<file path="src/rtl/flash_sec_pkg.sv">
/*
 package of constants for the flash security and vector redirect block.
 assumes byte addressed avalon register offsets and a 16-bit cpu space.
*/
package flash_sec_pkg;
  // register byte offsets
  localparam logic [4:0] OFF_CLK_DIV = 5'h00;
  localparam logic [4:0] OFF_CONFIG = 5'h04;
  localparam logic [4:0] OFF_OPTION = 5'h08;
  localparam logic [4:0] OFF_PROTECT = 5'h0c;
  localparam logic [4:0] OFF_STATUS = 5'h10;
  // clock divider fields
  localparam int DIVIDER_LOADED_FLAG_BIT = 7;
  localparam int PRESCALE_BIT = 6;
  localparam logic [6:0] CLK_DIV_RST = 7'h00;
  localparam logic [2:0] PRESCALE_LAST = 3'h7;
  // config, option and protect fields
  localparam int KEY_ACCESS_ENABLE_BIT = 5;
  localparam int BACKDOOR_ENABLE_BIT = 7;
  localparam int NORED_BIT = 6;
  localparam int OPEN_BIT = 7;
  localparam int PDIS_BIT = 6;
  localparam int FPS_LSB = 3;
  localparam logic [1:0] SEC_OPEN = 2'h2;
  localparam logic [7:0] OPTION_MASK = 8'hc3;
  localparam logic [7:0] PROTECT_MASK = 8'hf8;
  // status bits
  localparam int ST_REDIR = 0;
  localparam int ST_SECURE = 1;
  localparam int ST_DIVIDER_LOADED_FLAG = 2;
  localparam int ST_ACCERR = 3;
  localparam int ST_KEYOK = 4;
  // cpu address map
  localparam logic [15:0] VEC_LO = 16'hffc0;
  localparam logic [15:0] VEC_HI = 16'hfffd;
  localparam logic [15:0] KEY_LO = 16'hffb0;
  localparam logic [15:0] KEY_HI = 16'hffb7;
  localparam logic [15:0] PROT_MIN = 16'h0200;
  localparam logic [15:0] PROT_MAX = 16'h8000;
  localparam logic [15:0] NONVOLATILE_PROTECT_BYTE_ADDR = 16'hffbd;
  localparam int KEY_BYTES = 8;
  typedef enum logic [1:0] {
    KEY_IDLE = 2'b00,
    KEY_ENTRY = 2'b01,
    KEY_CHECK = 2'b11,
    KEY_LAST = 2'b10
  } key_state_t;
endpackage

</file>
<file path="src/rtl/flash_security.sv">
/*
 flash security, vector redirect and flash clock divider.
 assumes memory requests arrive with source flags and array read data
 in the same cycle; registers sit on an avalon-mm slave.
*/
//
// Function
// redirect only when flash partly protected
// redirect ffc0-fffd, never the reset vector
// vectors fetched just below protected region
// secure blocks unsecured and debug memory access
// code in secure memory keeps full access
// only code 1:0 means unsecured
// option byte copied into working register at reset
// debug off when secure, background via pin
// no key attempt without backdoor enable
// key writes captured while key access set
// software writes key ascending, not back-to-back
// matching key unlocks until next reset
// key writes accepted only from ram code
// flash reads invalid while key access set
// protect register written only by debug
// passing blank check unlocks until reset
// divider top bit status, low bits write-once
// loaded flag gates program and erase
// prescale select divides bus clock by eight
// flash clock is input over divisor plus one
// software keeps flash clock 150-200 khz
// timing pulse lasts one flash clock; code drives flash_timing_clock high for one bus clock only
// no redirect if flash closed or disabled
// flash write before divider sets access error
// secure derived combinationally from security code
`timescale 1ns/100ps
module flash_security
  import flash_sec_pkg::*;
#(
  parameter logic [15:0] FLASH_LO = 16'h8000,
  parameter logic [15:0] RAM_LO = 16'h0080,
  parameter logic [15:0] RAM_HI = 16'h087f
) (
  input wire logic clk,
  input wire logic reset,
  input wire logic [4:0] address,
  input wire logic read,
  input wire logic write,
  input wire logic [31:0] writedata,
  output logic [31:0] readdata,
  output logic waitrequest,
  input wire logic reg_from_debug,
  input wire logic [7:0] nonvolatile_option_byte,
  input wire logic [7:0] nonvolatile_protect_byte,
  input wire logic [63:0] backdoor_key_bytes,
  input wire logic background_mode_pin,
  input wire logic blank_check_pass,
  input wire logic [15:0] mem_addr,
  input wire logic mem_read,
  input wire logic mem_write,
  input wire logic [7:0] mem_wdata,
  input wire logic mem_vector_fetch,
  input wire logic mem_from_debug,
  input wire logic mem_from_secure,
  input wire logic mem_from_ram,
  output logic [7:0] mem_rdata,
  output logic [15:0] arr_addr,
  output logic arr_read,
  output logic arr_write,
  output logic [7:0] arr_wdata,
  input wire logic [7:0] arr_rdata,
  output logic secure,
  output logic debug_module_enable,
  output logic active_background,
  output logic program_erase_enable,
  output logic flash_timing_clock
);
  // returns base of the protected top region for a size select
  function automatic logic [15:0] prot_base(input logic [2:0] fps);
    logic [15:0] size;
    size = PROT_MIN << fps;
    if (size > PROT_MAX || size == 16'h0000) begin
      size = PROT_MAX;
    end
    prot_base = 16'(16'h0000 - size);
  endfunction

  function automatic logic in_range(input logic [15:0] a,
                                    input logic [15:0] lo,
                                    input logic [15:0] hi);
    in_range = (a >= lo) && (a <= hi);
  endfunction

  logic [7:0] working_option_reg, working_option_nxt;
  logic [7:0] working_protect_reg, working_protect_nxt;
  logic key_access_enable_r, key_access_enable_nxt;
  logic [6:0] div_r, div_nxt;
  logic divider_loaded_flag_r, divider_loaded_flag_nxt;
  logic access_error_flag_r, access_error_flag_nxt;
  logic key_ok_r, key_ok_nxt;
  logic ack_r, ack_nxt;
  logic [31:0] readdata_r, readdata_nxt;
  logic bg_r, bg_nxt;
  logic [2:0] pre_cnt_r, pre_cnt_nxt;
  logic [5:0] div_cnt_r, div_cnt_nxt;
  logic flash_timing_clock_r, flash_timing_clock_nxt;
  logic [7:0] mem_rdata_r, mem_rdata_nxt;
  key_state_t key_st_r, key_st_nxt;
  logic [3:0] key_cnt_r, key_cnt_nxt;
  logic [2:0] chk_idx_r, chk_idx_nxt;
  logic key_bad_r, key_bad_nxt;

  logic req, wr_acc, rd_acc;
  logic redirect_on, is_flash, is_ram, blocked;
  logic is_key_loc, key_wr, pre_tick;
  logic [15:0] base;
  logic [7:0] key_rd_data;
  logic [7:0] key_ref;
  logic [2:0] ref_idx;
  logic key_cap_en;

  // security and redirect decode
  assign secure = working_option_reg[1:0] != SEC_OPEN;
  assign debug_module_enable = !secure;
  assign active_background = bg_r;
  assign program_erase_enable = divider_loaded_flag_r;
  assign flash_timing_clock = flash_timing_clock_r;
  assign base = prot_base(working_protect_reg[FPS_LSB+:3]);
  // open flash with a block protected means partial protection
  assign redirect_on = working_protect_reg[OPEN_BIT] &&
                       !working_protect_reg[PDIS_BIT] &&
                       base > FLASH_LO &&
                       !working_option_reg[NORED_BIT];

  assign is_flash = mem_addr >= FLASH_LO;
  assign is_ram = in_range(mem_addr, RAM_LO, RAM_HI);
  // register space is unsecured, only flash and ram are gated
  assign blocked = secure && (is_flash || is_ram) &&
                   (mem_from_debug || !mem_from_secure);
  assign is_key_loc = in_range(mem_addr, KEY_LO, KEY_HI);
  // debug cannot supply the key alone: ram code only
  assign key_wr = mem_write && is_key_loc && key_access_enable_r;
  assign key_cap_en = key_wr && mem_from_ram && !mem_from_debug &&
                      working_option_reg[BACKDOOR_ENABLE_BIT] &&
                      key_cnt_r < 4'(KEY_BYTES) && !blocked;

  // array side request
  always_comb begin
    arr_addr = mem_addr;
    arr_wdata = mem_wdata;
    arr_read = mem_read && !blocked;
    arr_write = mem_write && !blocked && !key_wr;
    if (mem_read && mem_vector_fetch && redirect_on &&
        in_range(mem_addr, VEC_LO, VEC_HI)) begin
      // vectors sit in the 64 bytes just under the region
      arr_addr = {10'(base[15:6] - 10'h001), mem_addr[5:0]};
    end
  end

  // read data are zero when blocked, or for flash reads while key access is open
  always_comb begin
    mem_rdata_nxt = arr_rdata;
    if (blocked) begin
      mem_rdata_nxt = 8'h00;
    end else if (key_access_enable_r && is_flash) begin
      mem_rdata_nxt = 8'h00;
    end
  end
  assign mem_rdata = mem_rdata_r;

  // avalon slave: one wait state, answer on second edge
  assign req = read || write;
  assign waitrequest = req && !ack_r;
  assign wr_acc = write && ack_r;
  assign rd_acc = read && !ack_r;
  assign readdata = readdata_r;

  always_comb begin
    ack_nxt = req && !ack_r;
    readdata_nxt = readdata_r;
    if (rd_acc) begin
      readdata_nxt = 32'h0000_0000;
      if (address == OFF_CLK_DIV) begin
        readdata_nxt[7:0] = {divider_loaded_flag_r, div_r};
      end else if (address == OFF_CONFIG) begin
        readdata_nxt[KEY_ACCESS_ENABLE_BIT] = key_access_enable_r;
      end else if (address == OFF_OPTION) begin
        readdata_nxt[7:0] = working_option_reg & OPTION_MASK;
      end else if (address == OFF_PROTECT) begin
        readdata_nxt[7:0] = working_protect_reg & PROTECT_MASK;
      end else if (address == OFF_STATUS) begin
        readdata_nxt[ST_REDIR] = redirect_on;
        readdata_nxt[ST_SECURE] = secure;
        readdata_nxt[ST_DIVIDER_LOADED_FLAG] = divider_loaded_flag_r;
        readdata_nxt[ST_ACCERR] = access_error_flag_r;
        readdata_nxt[ST_KEYOK] = key_ok_r;
      end
    end
  end

  // control registers
  always_comb begin
    working_option_nxt = working_option_reg;
    working_protect_nxt = working_protect_reg;
    key_access_enable_nxt = key_access_enable_r;
    div_nxt = div_r;
    divider_loaded_flag_nxt = divider_loaded_flag_r;
    access_error_flag_nxt = access_error_flag_r;
    key_ok_nxt = key_ok_r;
    if (wr_acc && address == OFF_CLK_DIV && !divider_loaded_flag_r) begin
      div_nxt = writedata[6:0];
      divider_loaded_flag_nxt = 1'b1;
    end
    if (wr_acc && address == OFF_CONFIG) begin
      key_access_enable_nxt = writedata[KEY_ACCESS_ENABLE_BIT];
    end
    // application writes to protection are dropped
    if (wr_acc && address == OFF_PROTECT && reg_from_debug) begin
      working_protect_nxt = writedata[7:0] & PROTECT_MASK;
    end
    if (wr_acc && address == OFF_STATUS && writedata[ST_ACCERR]) begin
      access_error_flag_nxt = 1'b0;
    end
    // set after clear so a same-cycle error survives
    if (mem_write && is_flash && !blocked && !key_wr &&
        !divider_loaded_flag_r) begin
      access_error_flag_nxt = 1'b1;
    end
    if (blank_check_pass) begin
      working_option_nxt[1:0] = SEC_OPEN;
    end
    if (key_st_r == KEY_LAST && !key_bad_r) begin
      working_option_nxt[1:0] = SEC_OPEN;
      key_ok_nxt = 1'b1;
    end
  end

  // key entry and comparison sequencer
  always_comb begin
    key_st_nxt = key_st_r;
    key_cnt_nxt = key_cnt_r;
    chk_idx_nxt = chk_idx_r;
    key_bad_nxt = key_bad_r;
    case (key_st_r)
      KEY_IDLE: begin
        key_cnt_nxt = 4'h0;
        if (key_access_enable_r && working_option_reg[BACKDOOR_ENABLE_BIT]) begin
          key_st_nxt = KEY_ENTRY;
        end
      end
      KEY_ENTRY: begin
        // bytes land in ascending order from the first location
        if (key_cap_en) begin
          key_cnt_nxt = 4'(key_cnt_r + 4'h1);
        end
        if (!key_access_enable_r) begin
          chk_idx_nxt = 3'h0;
          key_cnt_nxt = 4'h0;
          key_bad_nxt = key_cnt_r != 4'(KEY_BYTES);
          key_st_nxt = KEY_CHECK;
        end
      end
      KEY_CHECK: begin
        // buffer output lags the index by one cycle
        if (key_cnt_r != 4'h0) begin
          key_bad_nxt = key_bad_r || (key_rd_data != key_ref);
        end
        key_cnt_nxt = 4'h1;
        chk_idx_nxt = 3'(chk_idx_r + 3'h1);
        if (key_cnt_r != 4'h0 && chk_idx_r == 3'h0) begin
          key_st_nxt = KEY_LAST;
        end
      end
      KEY_LAST: begin
        key_st_nxt = KEY_IDLE;
      end
      default: begin
        key_st_nxt = KEY_IDLE;
      end
    endcase
  end

  // first stored byte sits in the top lane of the key input
  assign ref_idx = 3'(chk_idx_r - 3'h1);
  assign key_ref = backdoor_key_bytes[8'(63 - 8 * ref_idx) -: 8];

  key_buf #(
    .W(8),
    .D(KEY_BYTES),
    .AW(3)
  ) u_key_buf (
    .clk(clk),
    .wr_en(key_cap_en),
    .wr_addr(mem_addr[2:0]),
    .wr_data(mem_wdata),
    .rd_addr(chk_idx_r),
    .rd_data_r(key_rd_data)
  );

  // flash timing clock divider, one-cycle enable pulses
  assign pre_tick = !div_r[PRESCALE_BIT] ||
                    pre_cnt_r == PRESCALE_LAST;
  always_comb begin
    pre_cnt_nxt = 3'(pre_cnt_r + 3'h1);
    div_cnt_nxt = div_cnt_r;
    flash_timing_clock_nxt = 1'b0;
    if (!divider_loaded_flag_r) begin
      pre_cnt_nxt = 3'h0;
      div_cnt_nxt = 6'h00;
    end else if (pre_tick) begin
      if (div_cnt_r == div_r[5:0]) begin
        div_cnt_nxt = 6'h00;
        flash_timing_clock_nxt = 1'b1;
      end else begin
        div_cnt_nxt = 6'(div_cnt_r + 6'h01);
      end
    end
  end

  // background entry caught from the pin while reset is held
  always_comb begin
    bg_nxt = bg_r;
  end

  always_ff @(posedge clk) begin
    if (reset) begin
      working_option_reg <= nonvolatile_option_byte;
      working_protect_reg <= nonvolatile_protect_byte & PROTECT_MASK;
      bg_r <= !background_mode_pin;
      key_access_enable_r <= 1'b0;
      div_r <= CLK_DIV_RST;
      divider_loaded_flag_r <= 1'b0;
      access_error_flag_r <= 1'b0;
      key_ok_r <= 1'b0;
      ack_r <= 1'b0;
      readdata_r <= 32'h0000_0000;
      pre_cnt_r <= 3'h0;
      div_cnt_r <= 6'h00;
      flash_timing_clock_r <= 1'b0;
      mem_rdata_r <= 8'h00;
      key_st_r <= KEY_IDLE;
      key_cnt_r <= 4'h0;
      chk_idx_r <= 3'h0;
      key_bad_r <= 1'b0;
    end else begin
      working_option_reg <= working_option_nxt;
      working_protect_reg <= working_protect_nxt;
      bg_r <= bg_nxt;
      key_access_enable_r <= key_access_enable_nxt;
      div_r <= div_nxt;
      divider_loaded_flag_r <= divider_loaded_flag_nxt;
      access_error_flag_r <= access_error_flag_nxt;
      key_ok_r <= key_ok_nxt;
      ack_r <= ack_nxt;
      readdata_r <= readdata_nxt;
      pre_cnt_r <= pre_cnt_nxt;
      div_cnt_r <= div_cnt_nxt;
      flash_timing_clock_r <= flash_timing_clock_nxt;
      mem_rdata_r <= mem_rdata_nxt;
      key_st_r <= key_st_nxt;
      key_cnt_r <= key_cnt_nxt;
      chk_idx_r <= chk_idx_nxt;
      key_bad_r <= key_bad_nxt;
    end
  end
endmodule

</file>
<file path="src/rtl/key_buf.sv">
/*
 small byte store for the entered backdoor comparison key.
 assumes one write port and one read port, read data one cycle late.
*/
`timescale 1ns/100ps
module key_buf #(
  parameter int W = 8,
  parameter int D = 8,
  parameter int AW = 3
) (
  input wire logic clk,
  input wire logic wr_en,
  input wire logic [AW-1:0] wr_addr,
  input wire logic [W-1:0] wr_data,
  input wire logic [AW-1:0] rd_addr,
  output logic [W-1:0] rd_data_r
);
  logic [W-1:0] mem_r [D];

  always_ff @(posedge clk) begin
    if (wr_en) begin
      mem_r[wr_addr] <= wr_data;
    end
    rd_data_r <= mem_r[rd_addr];
  end
endmodule
</file>
<file path="config.mk">
export PLATFORM = sky130hd
export DESIGN_NAME = flash_security
export DESIGN_NICKNAME = d
export VERILOG_FILES = /design/src/rtl/flash_sec_pkg.sv /design/src/rtl/flash_security.sv /design/src/rtl/key_buf.sv
export SDC_FILE = /design/constraint.sdc
export NUM_CORES = 1
export LEC_CHECK = 0
export BUFFER_PORTS_ARGS = -buffer_cell sky130_fd_sc_hd__buf_2
export CELL_PAD_IN_SITES_DETAIL_PLACEMENT = 1
export CELL_PAD_IN_SITES_GLOBAL_PLACEMENT = 2
export CORE_AREA = 2 2 141 143
export CTS_BUF_LIST = sky130_fd_sc_hd__clkbuf_4
export DETAILED_ROUTE_END_ITERATION = 16
export DIE_AREA = 0 0 143 145
export PLACE_DENSITY_LB_ADDON = 0.1
export SETUP_SLACK_MARGIN = 0.1
export SYNTH_ARGS = -nofsm -noshare
export SYNTH_HDL_FRONTEND = slang
export SYNTH_HIERARCHICAL = 1
export SYNTH_SLANG_ARGS = --single-unit
</file>
<file path="constraint.sdc">
create_clock -name clk -period 6.7 [get_ports clk]
set_input_delay 1.005 -clock clk [delete_from_list [all_inputs] [get_ports clk]]
set_output_delay 1.005 -clock clk [all_outputs]
set_load 0.03 [all_outputs]
</file>
==> results of run 1 <==
## metrics by stage
| step | utilization [%] | total power, uW | cells | setup WS, ns | area, um2 |
|---|---|---|---|---|---|
| 6_report | 40.5 | 1610 | 983 | 2.43 | 7780 |
| 5_1_grt | 40.5 | 1680 | 983 | 2.22 | 7780 |
| 3_5_place_dp | 38.9 | 1060 | 950 | 3.03 | 7470 |
| 4_1_cts | 40.5 | 1640 | 982 | 2.37 | 7780 |
| 2_1_floorplan | - | 996 | 569 | 3.31 | 6670 |
| 3_3_place_gp | 38.9 | 1060 | 950 | 3.03 | 7470 |
## cells in the final DEF, fill, tap and decap left out, types with 11 or more instances in the layout
cell / netlist / layout
nor3_1: 15 / 15
buf_2: 3 / 178
conb_1: 1 / 24
mux2i_1: 30 / 30
nor2_1: 59 / 59
edfxtp_1: 74 / 74
o21ai_0: 11 / 11
and2_1: 13 / 13
a22oi_1: 11 / 11
nand2_1: 30 / 30
clkbuf_4: 0 / 17
dfxtp_1: 56 / 56
mux4_1: 17 / 17
mux2_2: 16 / 16
## layout make-up
cell class | count | area, um2 | area share (%)
diodes | 1 | 2.50 | 0.0321
clock inverters | 15 | 184 | 2.36
repair buffers | 182 | 921 | 11.8
well taps | 265 | 332 | 4.26
inverters | 9 | 33.8 | 0.434
clock buffers | 17 | 128 | 1.64
multi-input cells | 364 | 2840 | 36.5
flip-flops and latches | 130 | 3340 | 42.9
## path summary, 6_finish.rpt
| check | startpoint | endpoint | slack, ns |
|---|---|---|---|
| setup / recovery | working_protect_reg[5]$_DFFE_PP_ | arr_addr[11] | 2.43 |
| hold / removal | pre_cnt_r[0]$_SDFF_PP0_ | pre_cnt_r[0]$_SDFF_PP0_ | 0.46 |
| setup reg to reg | chk_idx_r[1]$_SDFFE_PP0P_ | key_bad_r$_SDFFE_PP0P_ | 3.93 |
| hold reg to reg | pre_cnt_r[0]$_SDFF_PP0_ | pre_cnt_r[0]$_SDFF_PP0_ | 0.46 |
## power breakdown
group	internal [uW]	total, uW	switching [uW]
Clock	237	574	336
Combinational	64.5	177	112
Sequential	853	861	8.43
Total	1150	1610	457
## kinds of logic after synthesis
| logic type | share of synthesized area, % |
|---|---|
| fa+ha+maj | 1.90 |
| simple gates | 13.7 |
| compound gates | 7.09 |
| xor+xnor | 2.64 |
| other cells | 0.0570 |
| flops | 50.8 |
| mux | 16.5 |
| buf+inv | 7.32 |
## layer usage
| metal | up-vias | wire length (um) | track usage (%) |
|---|---|---|---|
| li1 | 2283 | - | - |
| met1 | 2339 | 7300 | 21.0 |
| met2 | 151 | 8510 | 27.8 |
| met3 | 12 | 1000 | 4.46 |
| met4 | 0 | 169 | 4.46 |
| met5 | - | 0 | 0 |
==> impl_metrics.yaml, run 1 <==
place:
  io_buffer_count: 178
  place_congestion: 0.762
  hpwl_um: 12900
clocking:
  ctsLongestPathBuffers: 2
  clock_latency_ns: 0.55
  cts_tree: "done"
  cts_sinks: 130
  h-tree-depth: 4
  numCtsBuffers: 17
  clkTransAtPathRegs_ns: 0.12
  cts-resized-gates: 0
  hold_buffers: 0
  post_cts_buffers: 0
  cts_root_buffer: "clkbuf_4"
global_route:
  grt_max_degree: 47
  grt_use_total_pct: 16.6
  grt_pass1_wl_um: 26400
  first_global_vias: 4995
  antenna_found_initial: 1
  grt.overflow.total: 0
power_and_ir_drop:
  vdd_drop_max_mv: 0.0989
  power_density_nw_per_um2: 207
  static-leakage-power_uw: 0.00306
timing:
  max_freq_ghz: 0.234
  fin_crit_ns: 4.27
  worst_pin_slew_ns: 0.972
  clock_skew_ns: 0.0187
  holdWs_ns: 0.464
  period_share_pct: 63.7
  grt_setup_unrepaired: "false"
  final_max_slew_viol_count: 0
  hold_viol_final: 0
  finalSetupViolations: 0
  final.setup.tns_ns: 0
  relSlewSlack_pct: 35.2
setup_path:
  ff2ff_path_depth: 8
  critical_path_class: "reg -> out"
  crit_family: "compound AO/OA/AOI/OAI gates"
  critPathLaunchType: "flop"
  endpoint_kind: "primary output"
  critPathSlowestCell: "edfxtp_1"
  worstPathMaxFanout: 11
  cp_num_cells: 7
  cp.required_ns: 5.69
  worstPathCellList: "or3_1, ha_1, a21oi_1, a211oi_1, nand4_1, o31a_1, buf_2"
  max_stage_delay_ns: 0.57
  worst-path-buf-inv: 1
  crit_arrival_ns: 3.26
logic_synthesis:
  avgSynthCellArea_um2: 12.1
  seq_area_frac_synth_pct: 50.8
  synth-async-reset-ratio_pct: 0
  synthCells: 546
  yosys.area.top_type: "edfxtp_1"
  yosysUniqueCellTypes: 64
  synth_flop_cell: "edfxtp_1"
  yosys_warnings: 6
  yosysTopAreaCellShare_pct: 33.8
  synth_edf_count: 74
  synth.cell_area_um2: 6580
  synthTopCellsByCount: "edfxtp_1 (74), nor2_1 (59), dfxtp_1 (56)"
  ys_top_cells_by_area: "edfxtp_1 (34%), dfxtp_1 (17%), mux4_1 (6.8%)"
  synth.most_common_cell: "edfxtp_1"
  ys_seq_elements: 130
cells_and_area:
  top_register: "u_key_buf/mem_r"
  layout-drive-gt1-share_pct: 34.3
  syn2layout_area_growth_pct: 18.3
  fin_nets: 876
  fill_cells: 2116
  largest_register_ffs: 64
status:
  status: "completed"
drt:
  vias_per_cell: 4.87
  wl_per_cell_um: 17.3
  wirelength_um: 17000
  drc: 0
  dr_total_vias: 4785
  drt_pass1_iterations: 4
  drt_iter0_drc: 159
  antenna_left: 0
min_path:
  min_path_cells: 1
  worstHoldPathType: "reg -> reg"
floorplan:
  core_area_um2: 19200
  io_pins: 234
  die_w_um: 143
  dieHeight_um: 145
  initial_core_util_pct: 34.3
  num_rows: 51
  die_area_um2: 20700
job:
  maxCapViolations: 0
(Power assumes the default switching activity.)
==> run 2, diff against run 1 <==
CORE_AREA = 2 2 147 149   (was 2 2 141 143)
DIE_AREA = 0 0 149 151   (was 0 0 143 145)
clock period = 4.04 ns   (was 6.7 ns; I/O delays follow)
==> impl_metrics.yaml, run 2 (synthesis results as in run 1) <==
timing:
  final_max_slew_viol_count: 0
  finalSetupViolations: 0
  hold_viol_final: 0
  fin_crit_ns: 3.62
  final.setup.tns_ns: 0
  finalWorstSetupSlack_ns: 0.418
  clock_skew_ns: 0.0231
  relSlewSlack_pct: 39.0
  period_share_pct: 89.7
  worst_pin_slew_ns: 0.915
  max_freq_ghz: 0.276
  holdWs_ns: 0.229
  grt_setup_unrepaired: "false"
floorplan:
  num_rows: 53
  dieHeight_um: 151
  die_w_um: 149
  core_area_um2: 20800
  initial_core_util_pct: 31.6
  io_pins: 234
  die_area_um2: 22500
global_route:
  first_global_vias: 5138
  antenna_found_initial: 1
  grt_use_total_pct: 15.8
  grt_max_degree: 47
  grt_pass1_wl_um: 27400
  grt.overflow.total: 0
cells_and_area:
  mostFrequentLayoutCells: "buf_2 (178), edfxtp_1 (74), nor2_1 (59)"
  fin_nets: 881
  final_common_cell: "buf_2"
  syn2layout_area_growth_pct: 18.6
  largest_register_ffs: 64
  design_area_um2: 7800
  layout-drive-gt1-share_pct: 34.9
  top_register: "u_key_buf/mem_r"
clocking:
  hold_buffers: 0
  cts_sinks: 130
  h-tree-depth: 4
  clock_latency_ns: 0.54
  cts_tree: "done"
  clkTransAtPathRegs_ns: 0.14
  numCtsBuffers: 17
  ctsLongestPathBuffers: 2
  cts_root_buffer: "clkbuf_4"
  post_cts_buffers: 0
  cts-resized-gates: 0
drt:
  antenna_left: 0
  wl_per_cell_um: 17.5
  dr_total_vias: 4797
  wirelength_um: 17500
  drt_iter0_drc: 153
  drt_pass1_iterations: 4
  vias_per_cell: 4.80
  drc: 0
setup_path:
  worstPathMaxFanout: 11
  crit_arrival_ns: 3.02
  cp.required_ns: 3.43
  endpoint_kind: "primary output"
  critPathLaunchType: "flop"
  critical_path_class: "reg -> out"
place:
  hpwl_um: 13300
  dpl_worst_slack_ns: 0.748
  io_buffer_count: 178
  place_area_um2: 7520
  place_congestion: 0.774
min_path:
  worstHoldPathType: "in -> reg"
power_and_ir_drop:
  static-leakage-power_uw: 0.00307
  vdd_drop_max_mv: 0.149
  power_density_nw_per_um2: 329
job:
  maxCapViolations: 0
status:
  status: "completed"
==> run 2: final cells by class <==
type,count,area (um2)
Antenna cell,2,5.00
Clock buffer,17,128
Clock inverter,15,143
Fill cell,2367,13000
Inverter,9,33.8
Multi-Input combinational cell,364,2850
Sequential cell,130,3340
Tap cell,275,344
Timing Repair Buffer,187,958
==> run 2: critical path, stage by stage, from the launching register on <==
cell      delay, ns
edfxtp_1       0.58
or3_1          0.48
ha_1           0.33
a21oi_1        0.08
a211oi_2       0.34
nand4_1        0.22
o31a_1         0.28
buf_2          0.17
==> run 2: metal layers <==
| layer | routed length (um) | share of wire [%] | up-vias | global-route usage [%] |
|---|---|---|---|---|
| met3 | 728 | 4.2 | 13 | 3.25 |
| met5 | 0 | 0 | - | 0 |
| met4 | 215 | 1.2 | 0 | 4.62 |
| li1 | - | - | 2303 | - |
| met1 | 7840 | 45 | 2357 | 20.6 |
| met2 | 8700 | 50 | 124 | 26.8 |
==> run 2: metrics by stage <==
stage	total power, uW	util (%)	std cells
floorplan	1650	-	569
global placement	1750	36.1	965
detailed placement	1760	36.1	965
CTS	2610	37.4	997
global route	2700	37.5	999
finish	2570	37.5	999
==> run 2: power breakdown <==
group	internal [uW]	total (uW)	switching (uW)
clock	273	844	571
combinational	107	297	189
sequential	1410	1430	14.2
total	1790	2570	774
==> run 2: path summary, 6_finish.rpt <==
| path | startpoint | slack, ns | cells past startpoint | end |
|---|---|---|---|---|
| setup / recovery | working_protect_reg[5]$_DFFE_PP_ | 0.42 | 7 | arr_addr[11] |
| hold reg to reg | pre_cnt_r[0]$_SDFF_PP0_ | 0.45 | 1 | pre_cnt_r[0]$_SDFF_PP0_ |
| hold / removal | nonvolatile_option_byte[7] | 0.23 | 1 | working_option_reg[7]$_DFFE_PP_ |
| setup reg to reg | chk_idx_r[1]$_SDFFE_PP0P_ | 1.15 | 8 | key_bad_r$_SDFFE_PP0P_ |
